File: src/pthb_pkg.sv
// Purpose: shared constants for the proximity threshold bank
// Assumes: byte-wide register port, register index equals printed address
// Notes: the compressed-format expansion is the only shared function
package pthb_pkg;
   localparam int PTHB_CHANNELS = 3;
   localparam int PTHB_THR_W = 16;
   localparam int PTHB_BYTE_W = 8;
   localparam int PTHB_ADDR_W = 8;
   // register addresses, channel 1 in entry 0
   localparam logic [2:0][7:0] PTHB_LOW_ADDR = {8'h15, 8'h13, 8'h11};
   localparam logic [2:0][7:0] PTHB_HIGH_ADDR = {8'h16, 8'h14, 8'h12};
   localparam logic [7:0] PTHB_LOW_RESET = 8'h00;
   localparam logic [7:0] PTHB_HIGH_RESET = 8'h00;
   localparam logic [7:0] PTHB_UNMAPPED_DATA = 8'h00;
   localparam logic [15:0] PTHB_THR_SAT = 16'hFFFF;
   localparam logic [3:0] PTHB_EXP_ZERO = 4'h0;

   // compressed byte: upper nibble exponent, lower nibble mantissa
   function automatic logic [15:0] pthb_expand(input logic [7:0] code);
      logic [31:0] wide;
      wide = 32'h0000_0000;
      if (code[7:4] == PTHB_EXP_ZERO) begin
         wide = {28'h000_0000, code[3:0]};
      end else begin
         wide = {27'h000_0000, 1'b1, code[3:0]} << code[7:4];
      end
      // saturate instead of wrapping, so a large code never reads as small
      if (wide[31:16] != 16'h0000) begin
         return PTHB_THR_SAT;
      end
      return wide[15:0];
   endfunction : pthb_expand
endpackage : pthb_pkg

File: src/pthb_chan_cmp.sv
// Purpose: one channel's threshold comparison
// Assumes: measurement strobe and data come from logic on clk_sys
// Notes: the hit flag is a registered one-cycle pulse
`timescale 1ns/1ns
module pthb_chan_cmp #(
   parameter int W = 16
) (
   input wire logic clk_sys, // system clock
   input wire logic sys_rst, // synchronous reset, high
   input wire logic meas_valid, // measurement strobe
   input wire logic [W-1:0] meas, // measurement value
   input wire logic [W-1:0] threshold, // live threshold
   output logic hit // measurement above threshold
);
   // threshold is sampled live; a half-written pair is used as it stands
   always_ff @(posedge clk_sys) begin
      if (sys_rst) begin
         hit <= 1'b0;
      end else begin
         hit <= meas_valid && (meas > threshold);
      end
   end
endmodule : pthb_chan_cmp

File: src/pthb_bank.sv
// Purpose: proximity threshold register bank with per-channel compare
// Assumes: register front end and sequencer share clk_sys
// Notes: no shadowing of byte pairs; the host must pause measurements
`timescale 1ns/1ns
module pthb_bank (
   input wire logic clk_sys, // system clock, 250 MHz
   input wire logic sys_rst, // synchronous reset, high
   input wire logic reg_wr, // register write strobe
   input wire logic reg_rd, // register read strobe
   input wire logic [7:0] reg_addr, // register address
   input wire logic [7:0] reg_wdata, // write data
   output logic [7:0] reg_rdata, // read data, one cycle after reg_rd
   output logic reg_rvalid, // read data valid pulse
   input wire logic legacy_compressed, // older-revision threshold format
   input wire logic prox1_meas_valid, // channel 1 measurement strobe
   input wire logic [15:0] prox1_measurement, // channel 1 measurement
   input wire logic prox2_meas_valid, // channel 2 measurement strobe
   input wire logic [15:0] prox2_measurement, // channel 2 measurement
   input wire logic prox3_meas_valid, // channel 3 measurement strobe
   input wire logic [15:0] prox3_measurement, // channel 3 measurement
   output logic [15:0] prox1_threshold, // channel 1 effective threshold
   output logic [15:0] prox2_threshold, // channel 2 effective threshold
   output logic [15:0] prox3_threshold, // channel 3 effective threshold
   output logic [2:0] prox_hit // per-channel interrupt request pulse
);
   localparam int NCH = pthb_pkg::PTHB_CHANNELS;
   localparam int TW = pthb_pkg::PTHB_THR_W;

   // packed per-channel bytes so the generate loop indexes them directly
   logic [NCH-1:0][7:0] thr_low;
   logic [NCH-1:0][7:0] thr_high;
   logic [NCH-1:0][TW-1:0] thr_eff;
   logic [NCH-1:0][TW-1:0] meas_arr;
   logic [NCH-1:0] meas_vld;
   // read mux result, captured only on a read strobe
   logic [7:0] next_rdata;

   // gather the channel ports so one loop serves all channels
   assign meas_arr = {prox3_measurement, prox2_measurement, prox1_measurement};
   assign meas_vld = {prox3_meas_valid, prox2_meas_valid, prox1_meas_valid};

   genvar gi;
   generate
      for (gi = 0; gi < NCH; gi++) begin : g_chan
         // low byte storage, also the compressed byte in legacy mode
         always_ff @(posedge clk_sys) begin
            if (sys_rst) begin
               thr_low[gi] <= pthb_pkg::PTHB_LOW_RESET;
            end else if (reg_wr &&
                         reg_addr == pthb_pkg::PTHB_LOW_ADDR[gi]) begin
               thr_low[gi] <= reg_wdata;
            end
         end

         // high byte storage
         always_ff @(posedge clk_sys) begin
            if (sys_rst) begin
               thr_high[gi] <= pthb_pkg::PTHB_HIGH_RESET;
            end else if (reg_wr &&
                         reg_addr == pthb_pkg::PTHB_HIGH_ADDR[gi]) begin
               thr_high[gi] <= reg_wdata;
            end
         end

         // effective threshold; the high byte is ignored in legacy mode
         always_comb begin
            if (legacy_compressed) begin
               thr_eff[gi] = pthb_pkg::pthb_expand(thr_low[gi]);
            end else begin
               thr_eff[gi] = {thr_high[gi], thr_low[gi]};
            end
         end

         pthb_chan_cmp #(
            .W(TW)
         ) u_cmp (
            .clk_sys(clk_sys),
            .sys_rst(sys_rst),
            .meas_valid(meas_vld[gi]),
            .meas(meas_arr[gi]),
            .threshold(thr_eff[gi]),
            .hit(prox_hit[gi])
         );
      end
   endgenerate

   assign prox1_threshold = thr_eff[0];
   assign prox2_threshold = thr_eff[1];
   assign prox3_threshold = thr_eff[2];

   // read decode; unmapped addresses read as zero
   always_comb begin
      next_rdata = pthb_pkg::PTHB_UNMAPPED_DATA;
      for (int i = 0; i < NCH; i++) begin
         if (reg_addr == pthb_pkg::PTHB_LOW_ADDR[i]) begin
            next_rdata = thr_low[i];
         end
         if (reg_addr == pthb_pkg::PTHB_HIGH_ADDR[i]) begin
            next_rdata = thr_high[i];
         end
      end
   end

   // registered read data keeps the output glitch free
   always_ff @(posedge clk_sys) begin
      if (sys_rst) begin
         reg_rdata <= pthb_pkg::PTHB_UNMAPPED_DATA;
         reg_rvalid <= 1'b0;
      end else begin
         reg_rvalid <= reg_rd;
         if (reg_rd) begin
            reg_rdata <= next_rdata;
         end
      end
   end
endmodule : pthb_bank

File: config.mk
export PLATFORM = sky130hd
export DESIGN_NAME = pthb_bank
export DESIGN_NICKNAME = d
export VERILOG_FILES = /design/src/pthb_pkg.sv /design/src/pthb_chan_cmp.sv /design/src/pthb_bank.sv
export SDC_FILE = /design/constraint.sdc
export NUM_CORES = 1
export LEC_CHECK = 0
export ABC_AREA = 1
export BUFFER_PORTS_ARGS = -buffer_cell sky130_fd_sc_hd__buf_4
export CORE_UTILIZATION = 28
export DETAILED_ROUTE_END_ITERATION = 6
export HOLD_SLACK_MARGIN = 0.03
export PLACE_DENSITY = 0.5
export SLEW_MARGIN = 20
export SYNTH_ARGS = -nofsm -noshare
export SYNTH_HDL_FRONTEND = slang
export SYNTH_HIERARCHICAL = 1
export SYNTH_SLANG_ARGS = --single-unit
File: constraint.sdc
create_clock -name clk_sys -period 3.25 [get_ports clk_sys]
set_input_delay 0.1625 -clock clk_sys [delete_from_list [all_inputs] [get_ports clk_sys]]
set_output_delay 0.1625 -clock clk_sys [all_outputs]
set_load 0.02 [all_outputs]
# Yosys cells after proc, flatten, opt, wreduce, memory -nomap -nowiden
# Cells that the tools add are included.
# op_classes
n_eq_ne,6
n_addsub,0
shifts,3
n_div,0
n_bitwise,0
order_cmp,3
n_mul,0
mux,27
reduce_logical,15
# op_table
op,count
$mux 32,6
$mux 16,9
$shl 5x4->32,3
$eq 8x5->1 const B,6
$gt 16x16->1,3
$mux 8,6
$reduce_bool 16->1,3
$logic_not 4->1,3
$logic_and 1x1->1,9
$mux 1,6
# totals
ff_bits,60
ramBits,0
word_cells,65
mem_bits_ro,0
output_inout_bits,60
latchBits,0
n_memories,0

# Longest topological paths before layout
# logic_depth
word_depth,10
depth_mapped,18
ltp_nobuf,18

# Cells and area by module
# Netlist, hierarchy kept.
# modules_own_cells
module,area_per_inst_um2,n_inst,seq_area_each_um2,cells_each
pthb_bank,3771.1,1,1141.1,597
pthb_chan_cmp,465.4,3,20.0,76

# Worst setup path before layout
# No wires, ideal clock.
# synth_path
path_kind,reg-to-reg
startpoint,register thr_low[4] in the netlist's numbering
endpoint,register g_chan[0].u_cmp.hit
required_time_ps,3131
path_stages_with_launch,14
path_buffers,1
slack_ps,832
t_arrival_ps,2298
setup_ps,119
path_cell_list,dfxtp_1 > buf_2 > nand2_1 > o21ai_0 > o21ai_0 > nand2_1 > a221oi_1 > inv_1 > ha_1 > nand2_1 > nor2_1 > nand2_1 > o21ai_0 > a21oi_1
# synth_between
elab_chain_cells,10
# synth_rtl
element,line_no,source
from (decl),pthb_bank.sv:30,logic [NCH-1:0][7:0] thr_low;
"from (signal, indexed assignment)",pthb_bank.sv:48,thr_low[gi] <= pthb_pkg::PTHB_LOW_RESET;
"from (signal, indexed assignment)",pthb_bank.sv:51,thr_low[gi] <= reg_wdata;
$shl 5x4->32 or $logic_not 4->1 (tied branches),"pthb_pkg.sv:25, pthb_pkg.sv:22",
$mux 32 (*),pthb_pkg.sv:22,if (code[7:4] == PTHB_EXP_ZERO) begin
$mux 32 (*),pthb_bank.sv:67,if (legacy_compressed) begin
$reduce_bool 16->1,pthb_pkg.sv:28,if (wide[31:16] != 16'h0000) begin
$mux 1,pthb_pkg.sv:28,
$mux 1,pthb_bank.sv:67,
$mux 16 (*),pthb_pkg.sv:31,return wide[15:0];
$mux 16 (*),pthb_bank.sv:67,
net prox1_threshold[8],pthb_bank.sv:21,"output logic [15:0] prox1_threshold,"
$gt 16x16->1 (*),pthb_chan_cmp.sv:20,hit <= meas_valid && (meas > threshold);
$logic_and 1x1->1 (*),pthb_chan_cmp.sv:20,
to (signal assigned),pthb_chan_cmp.sv:20,
to (decl),pthb_chan_cmp.sv:13,output logic hit
# The timed path passes the listed nets; every way through them passes the cells marked *. The select of a mux whose other input is x is not followed.
# A chain may end at the register's enable or synchronous reset.

# Final worst setup path
# layout_path
startpoint,register thr_low[22] in the netlist's numbering
endpoint,register g_chan[2].u_cmp.hit
# layout_between
elab_chain_cells,10
# layout_rtl
element,line_no
$shl 5x4->32 or $logic_not 4->1 (tied branches),"pthb_pkg.sv:25, pthb_pkg.sv:22"
$mux 32,pthb_pkg.sv:22
$mux 32,pthb_bank.sv:67
$reduce_bool 16->1,pthb_pkg.sv:28
$mux 1,pthb_pkg.sv:28
$mux 1,pthb_bank.sv:67
$mux 16,pthb_pkg.sv:31
$mux 16 (*),pthb_bank.sv:67
$gt 16x16->1 (*),pthb_chan_cmp.sv:20
$logic_and 1x1->1 (*),pthb_chan_cmp.sv:20
to (signal assigned),pthb_chan_cmp.sv:20
to (decl),pthb_chan_cmp.sv:13
# Every way passes the cells marked *; elsewhere a longest branch is shown, timed or not. The select of a mux whose other input is x is not followed.

==> out/results.tsv <==
stage	metric	value	unit
layout	fin cells	1168	
layout	most frequent cells in the layout	nand2_1 (163), buf_4 (134), inv_1 (132), o21ai_0 (111), a21oi_1 (93)	
worst_setup_path	critical path's top delay family	simple AND/OR/NAND/NOR gates	
timing	Worst Slack Setup Final	0.6956	ns
floorplanning	initial core utilization	28.67	%
worst_setup_path	Critical Path Max Stage Delay	0.50	ns
layout	layout cells sized above 1	18.53	%
clocking	worst skew pair latency	0.33	ns
synth	Synth Area in Compound Gates	26.95	%
clocking	post-CTS setup buffer count	0	
layout	FF/Latch Area	1201	um2
synth	Top FF cell, synth	dfxtp_1	
worst_setup_path	Data arrival, critical path	2.78	ns
floorplanning	row cnt	49	
pwr	Pleak	2.889	nW
timing	final slew viol count	0	
global_routing	initial antenna violation count	0	
synth	post-synthesis sequential area ratio	23.24	%
hold_path	Min-Delay Path Class	input pin to flip-flop	
layout	area of the multi-input gates	3263	um2
clocking	# hold bufs at CTS	0	
timing	Slew headroom	48.06	%
layout	most common cell after layout, fill and taps aside	nand2_1	
worst_setup_path	crit start category	flip-flop	
detailed_routing	DRT iter0 DRCs	445	
layout	fin util	36.52	%
synth	adder-cell share of the synthesized area	11.62	%
synth	post-synthesis async set-or-reset flop share	0	%
clocking	CTS buffer count	9	
synth	Post-Syn Instances	825	
timing	fin crit share	78.60	%
clocking	clock-pin slew on the worst setup and hold paths	0.06	ns
synth	Yosys reg bits	60	
job	Max-Cap Viols	0	
global_routing	GRT Total Usage	18.59	%
detailed_routing	drt first pass iters	5	
placed_design	IO Port Bufs	131	
detailed_routing	drt wl/cell	15.05	um
layout	nets@finish	1054	
timing	final worst path period need	2.554	ns
synth	mapped cell area	5167	um2
pwr	final total power	2.076	mW
clocking	Clock Tree Buf Depth	2	
worst_setup_path	crit-path cells	clkinv_1, nand2_1, nor3_1, nor2_1, o211ai_1, a22oi_1, inv_1, ha_1, nand2_1, nor2_2, nand4_1, o21ai_0, a21oi_1	
timing	Hold Slack	0.1485	ns
worst_setup_path	Critical Path End Type	flip-flop	
global_routing	largest net degree at the start of global routing	40	
placed_design	RePlAce Congestion	0.8899	
detailed_routing	Antenna Nets Post-Route	0	
synth	xor/xnor cell area share of the yosys netlist	0	%
global_routing	first-pass GRT wire length	26940	um
layout	Fillers	1985	
timing	RSZ-0062 raised after global routing	no	
floorplanning	IO Count	132	
clocking	root buf cell	clkbuf_16	
clocking	Sink Count	60	
placed_design	hpwl dp	13810	um
synth	count of cell types in the netlist	35	
floorplanning	core area	18020	um2
worst_setup_path	WS Path Type	flip-flop to flip-flop	
clocking	CTS tree	built	
worst_setup_path	Buf/Inv on CP	2	
synth	Syn Nets	945	
timing	worst slew pin tran	0.7782	ns
floorplanning	Die H	137.9	um
timing	Final setup violation count	0	
worst_setup_path	data required time of the critical path	3.47	ns
timing	fmax	391.5	MHz
synth	Simple-Gate Fraction of Synth Area	24.58	%
detailed_routing	DR vias	5729	
worst_setup_path	Worst Path Max Fanout	10	
clocking	H-tree levels	3	
detailed_routing	Post-Route WL	17580	um
layout	cell area after layout	6583	um2
clocking	quantity of gates resized following cts	0	
placed_design	Setup WS pre-CTS	0.6057	ns
layout	antenna fix cells	0	
worst_setup_path	Crit-path slowest cell	dfxtp_1	
synth	multiplexer area fraction after synthesis	0	%
timing	Fin Setup TNS	0	ns
run_status	status	completed	
floorplanning	die area	19000	um2
layout	P&R area growth vs syn	27.38	%
global_routing	vias in the first global route	5210	
detailed_routing	DRC violations left	0	
global_routing	grt ovf	0	
synth	largest family of logic cells by synthesized area	compound AO/OA/AOI/OAI gates	
timing	final hold viol count	0	
pwr	pwr dens	315.3	nW/um2
floorplanning	Die Span X	137.9	um
timing	clock skew	0.005902	ns
synth	EDFF count, synth	0	
pwr	maximum VDD drop	207.6	uV
placed_design	Cell Count Post-Placement	1152	
placed_design	Cell Area, Placed	6279	um2
worst_setup_path	Worst path most repeated cell	nand2_1	
detailed_routing	routed vias/inst	4.905	
synth	syn avg cell area	6.264	um2
synth	Ys Warns	6	
[final timing paths]
check                    from                  end  slack (ns)  cells past startpoint
min          prox3_meas_valid  g_chan[2].u_cmp/hit        0.15                      5
min reg2reg      thr_high[21]         thr_high[21]        0.46                      2
max               thr_low[22]  g_chan[2].u_cmp/hit        0.70                     13
max reg2reg       thr_low[22]  g_chan[2].u_cmp/hit        0.70                     13
[cells by family (layout without fill, tap and decap cells)]
family          count (synthesis)  count (layout)
compound gates                254             254
buf+inv                       175             289
simple gates                  288             288
flops                          60              60
fa+ha+maj                      48              48
[synth_stat cells (5+ instances only)]
master      n  share of area [%]
o21bai_1    6               0.87
a21oi_1    93                9.0
buf_2      10               0.97
o211ai_1    8                1.2
clkinv_1    5               0.36
inv_1     132                9.6
dfxtp_1    60                 23
nand3_1    39                3.8
nor2_1     41                3.0
nand2_1   163                 12
nor2_2      7               0.85
a22oi_1    14                2.0
o21ai_0   111                 11
nand4_1    19                2.3
nand2_2     6               0.73
ha_1       48                 12
o22ai_1     7               0.85
nor2_4      5                1.1
clkbuf_1   17                1.2
[flip-flops by register name (all words and copies together) (netlist names)]
register	count
reg_rdata	8
reg_rvalid	1
thr_high	24
g_chan.u_cmp/hit	3
thr_low	24
[report_power, final]
group / switching [mW] / internal (mW)
clock network: 0.371 / 0.617
registers: 0.00340 / 0.741
logic: 0.195 / 0.149
[worst register-to-register path: cells and delay by family (launching register included)]
| family | cells | cell delay, ns |
|---|---|---|
| adders and majority gates | 1 | 0.27 |
| DFF | 1 | 0.50 |
| and+or+nand+nor | 6 | 0.77 |
| AOI/OAI and AO/OA | 4 | 0.50 |
| buffers and inverters | 2 | 0.39 |
[area by class of cell]
type                    instances  area share [%]
well taps                     229           4.353
multi-input cells             590           49.57
flip-flops and latches         60           18.25
clock inverters                 5          0.9314
clock buffers                  11           3.688
inverters                     139           7.926
repair buffers                134           15.28
[layer usage]
layer  vias up  part of all wire, %  routed length (um)  global-route usage, %
met3        19                  6.1                1080                  3.545
met4         0                  1.1                 202                  4.227
met2       199                   44                7795                  29.14
met5         -                    0                   0                      0
met1      2538                   48                8501                  26.09
li1       2973                    -                   -                      -
Note: power is estimated with default switching activity, not from simulation.
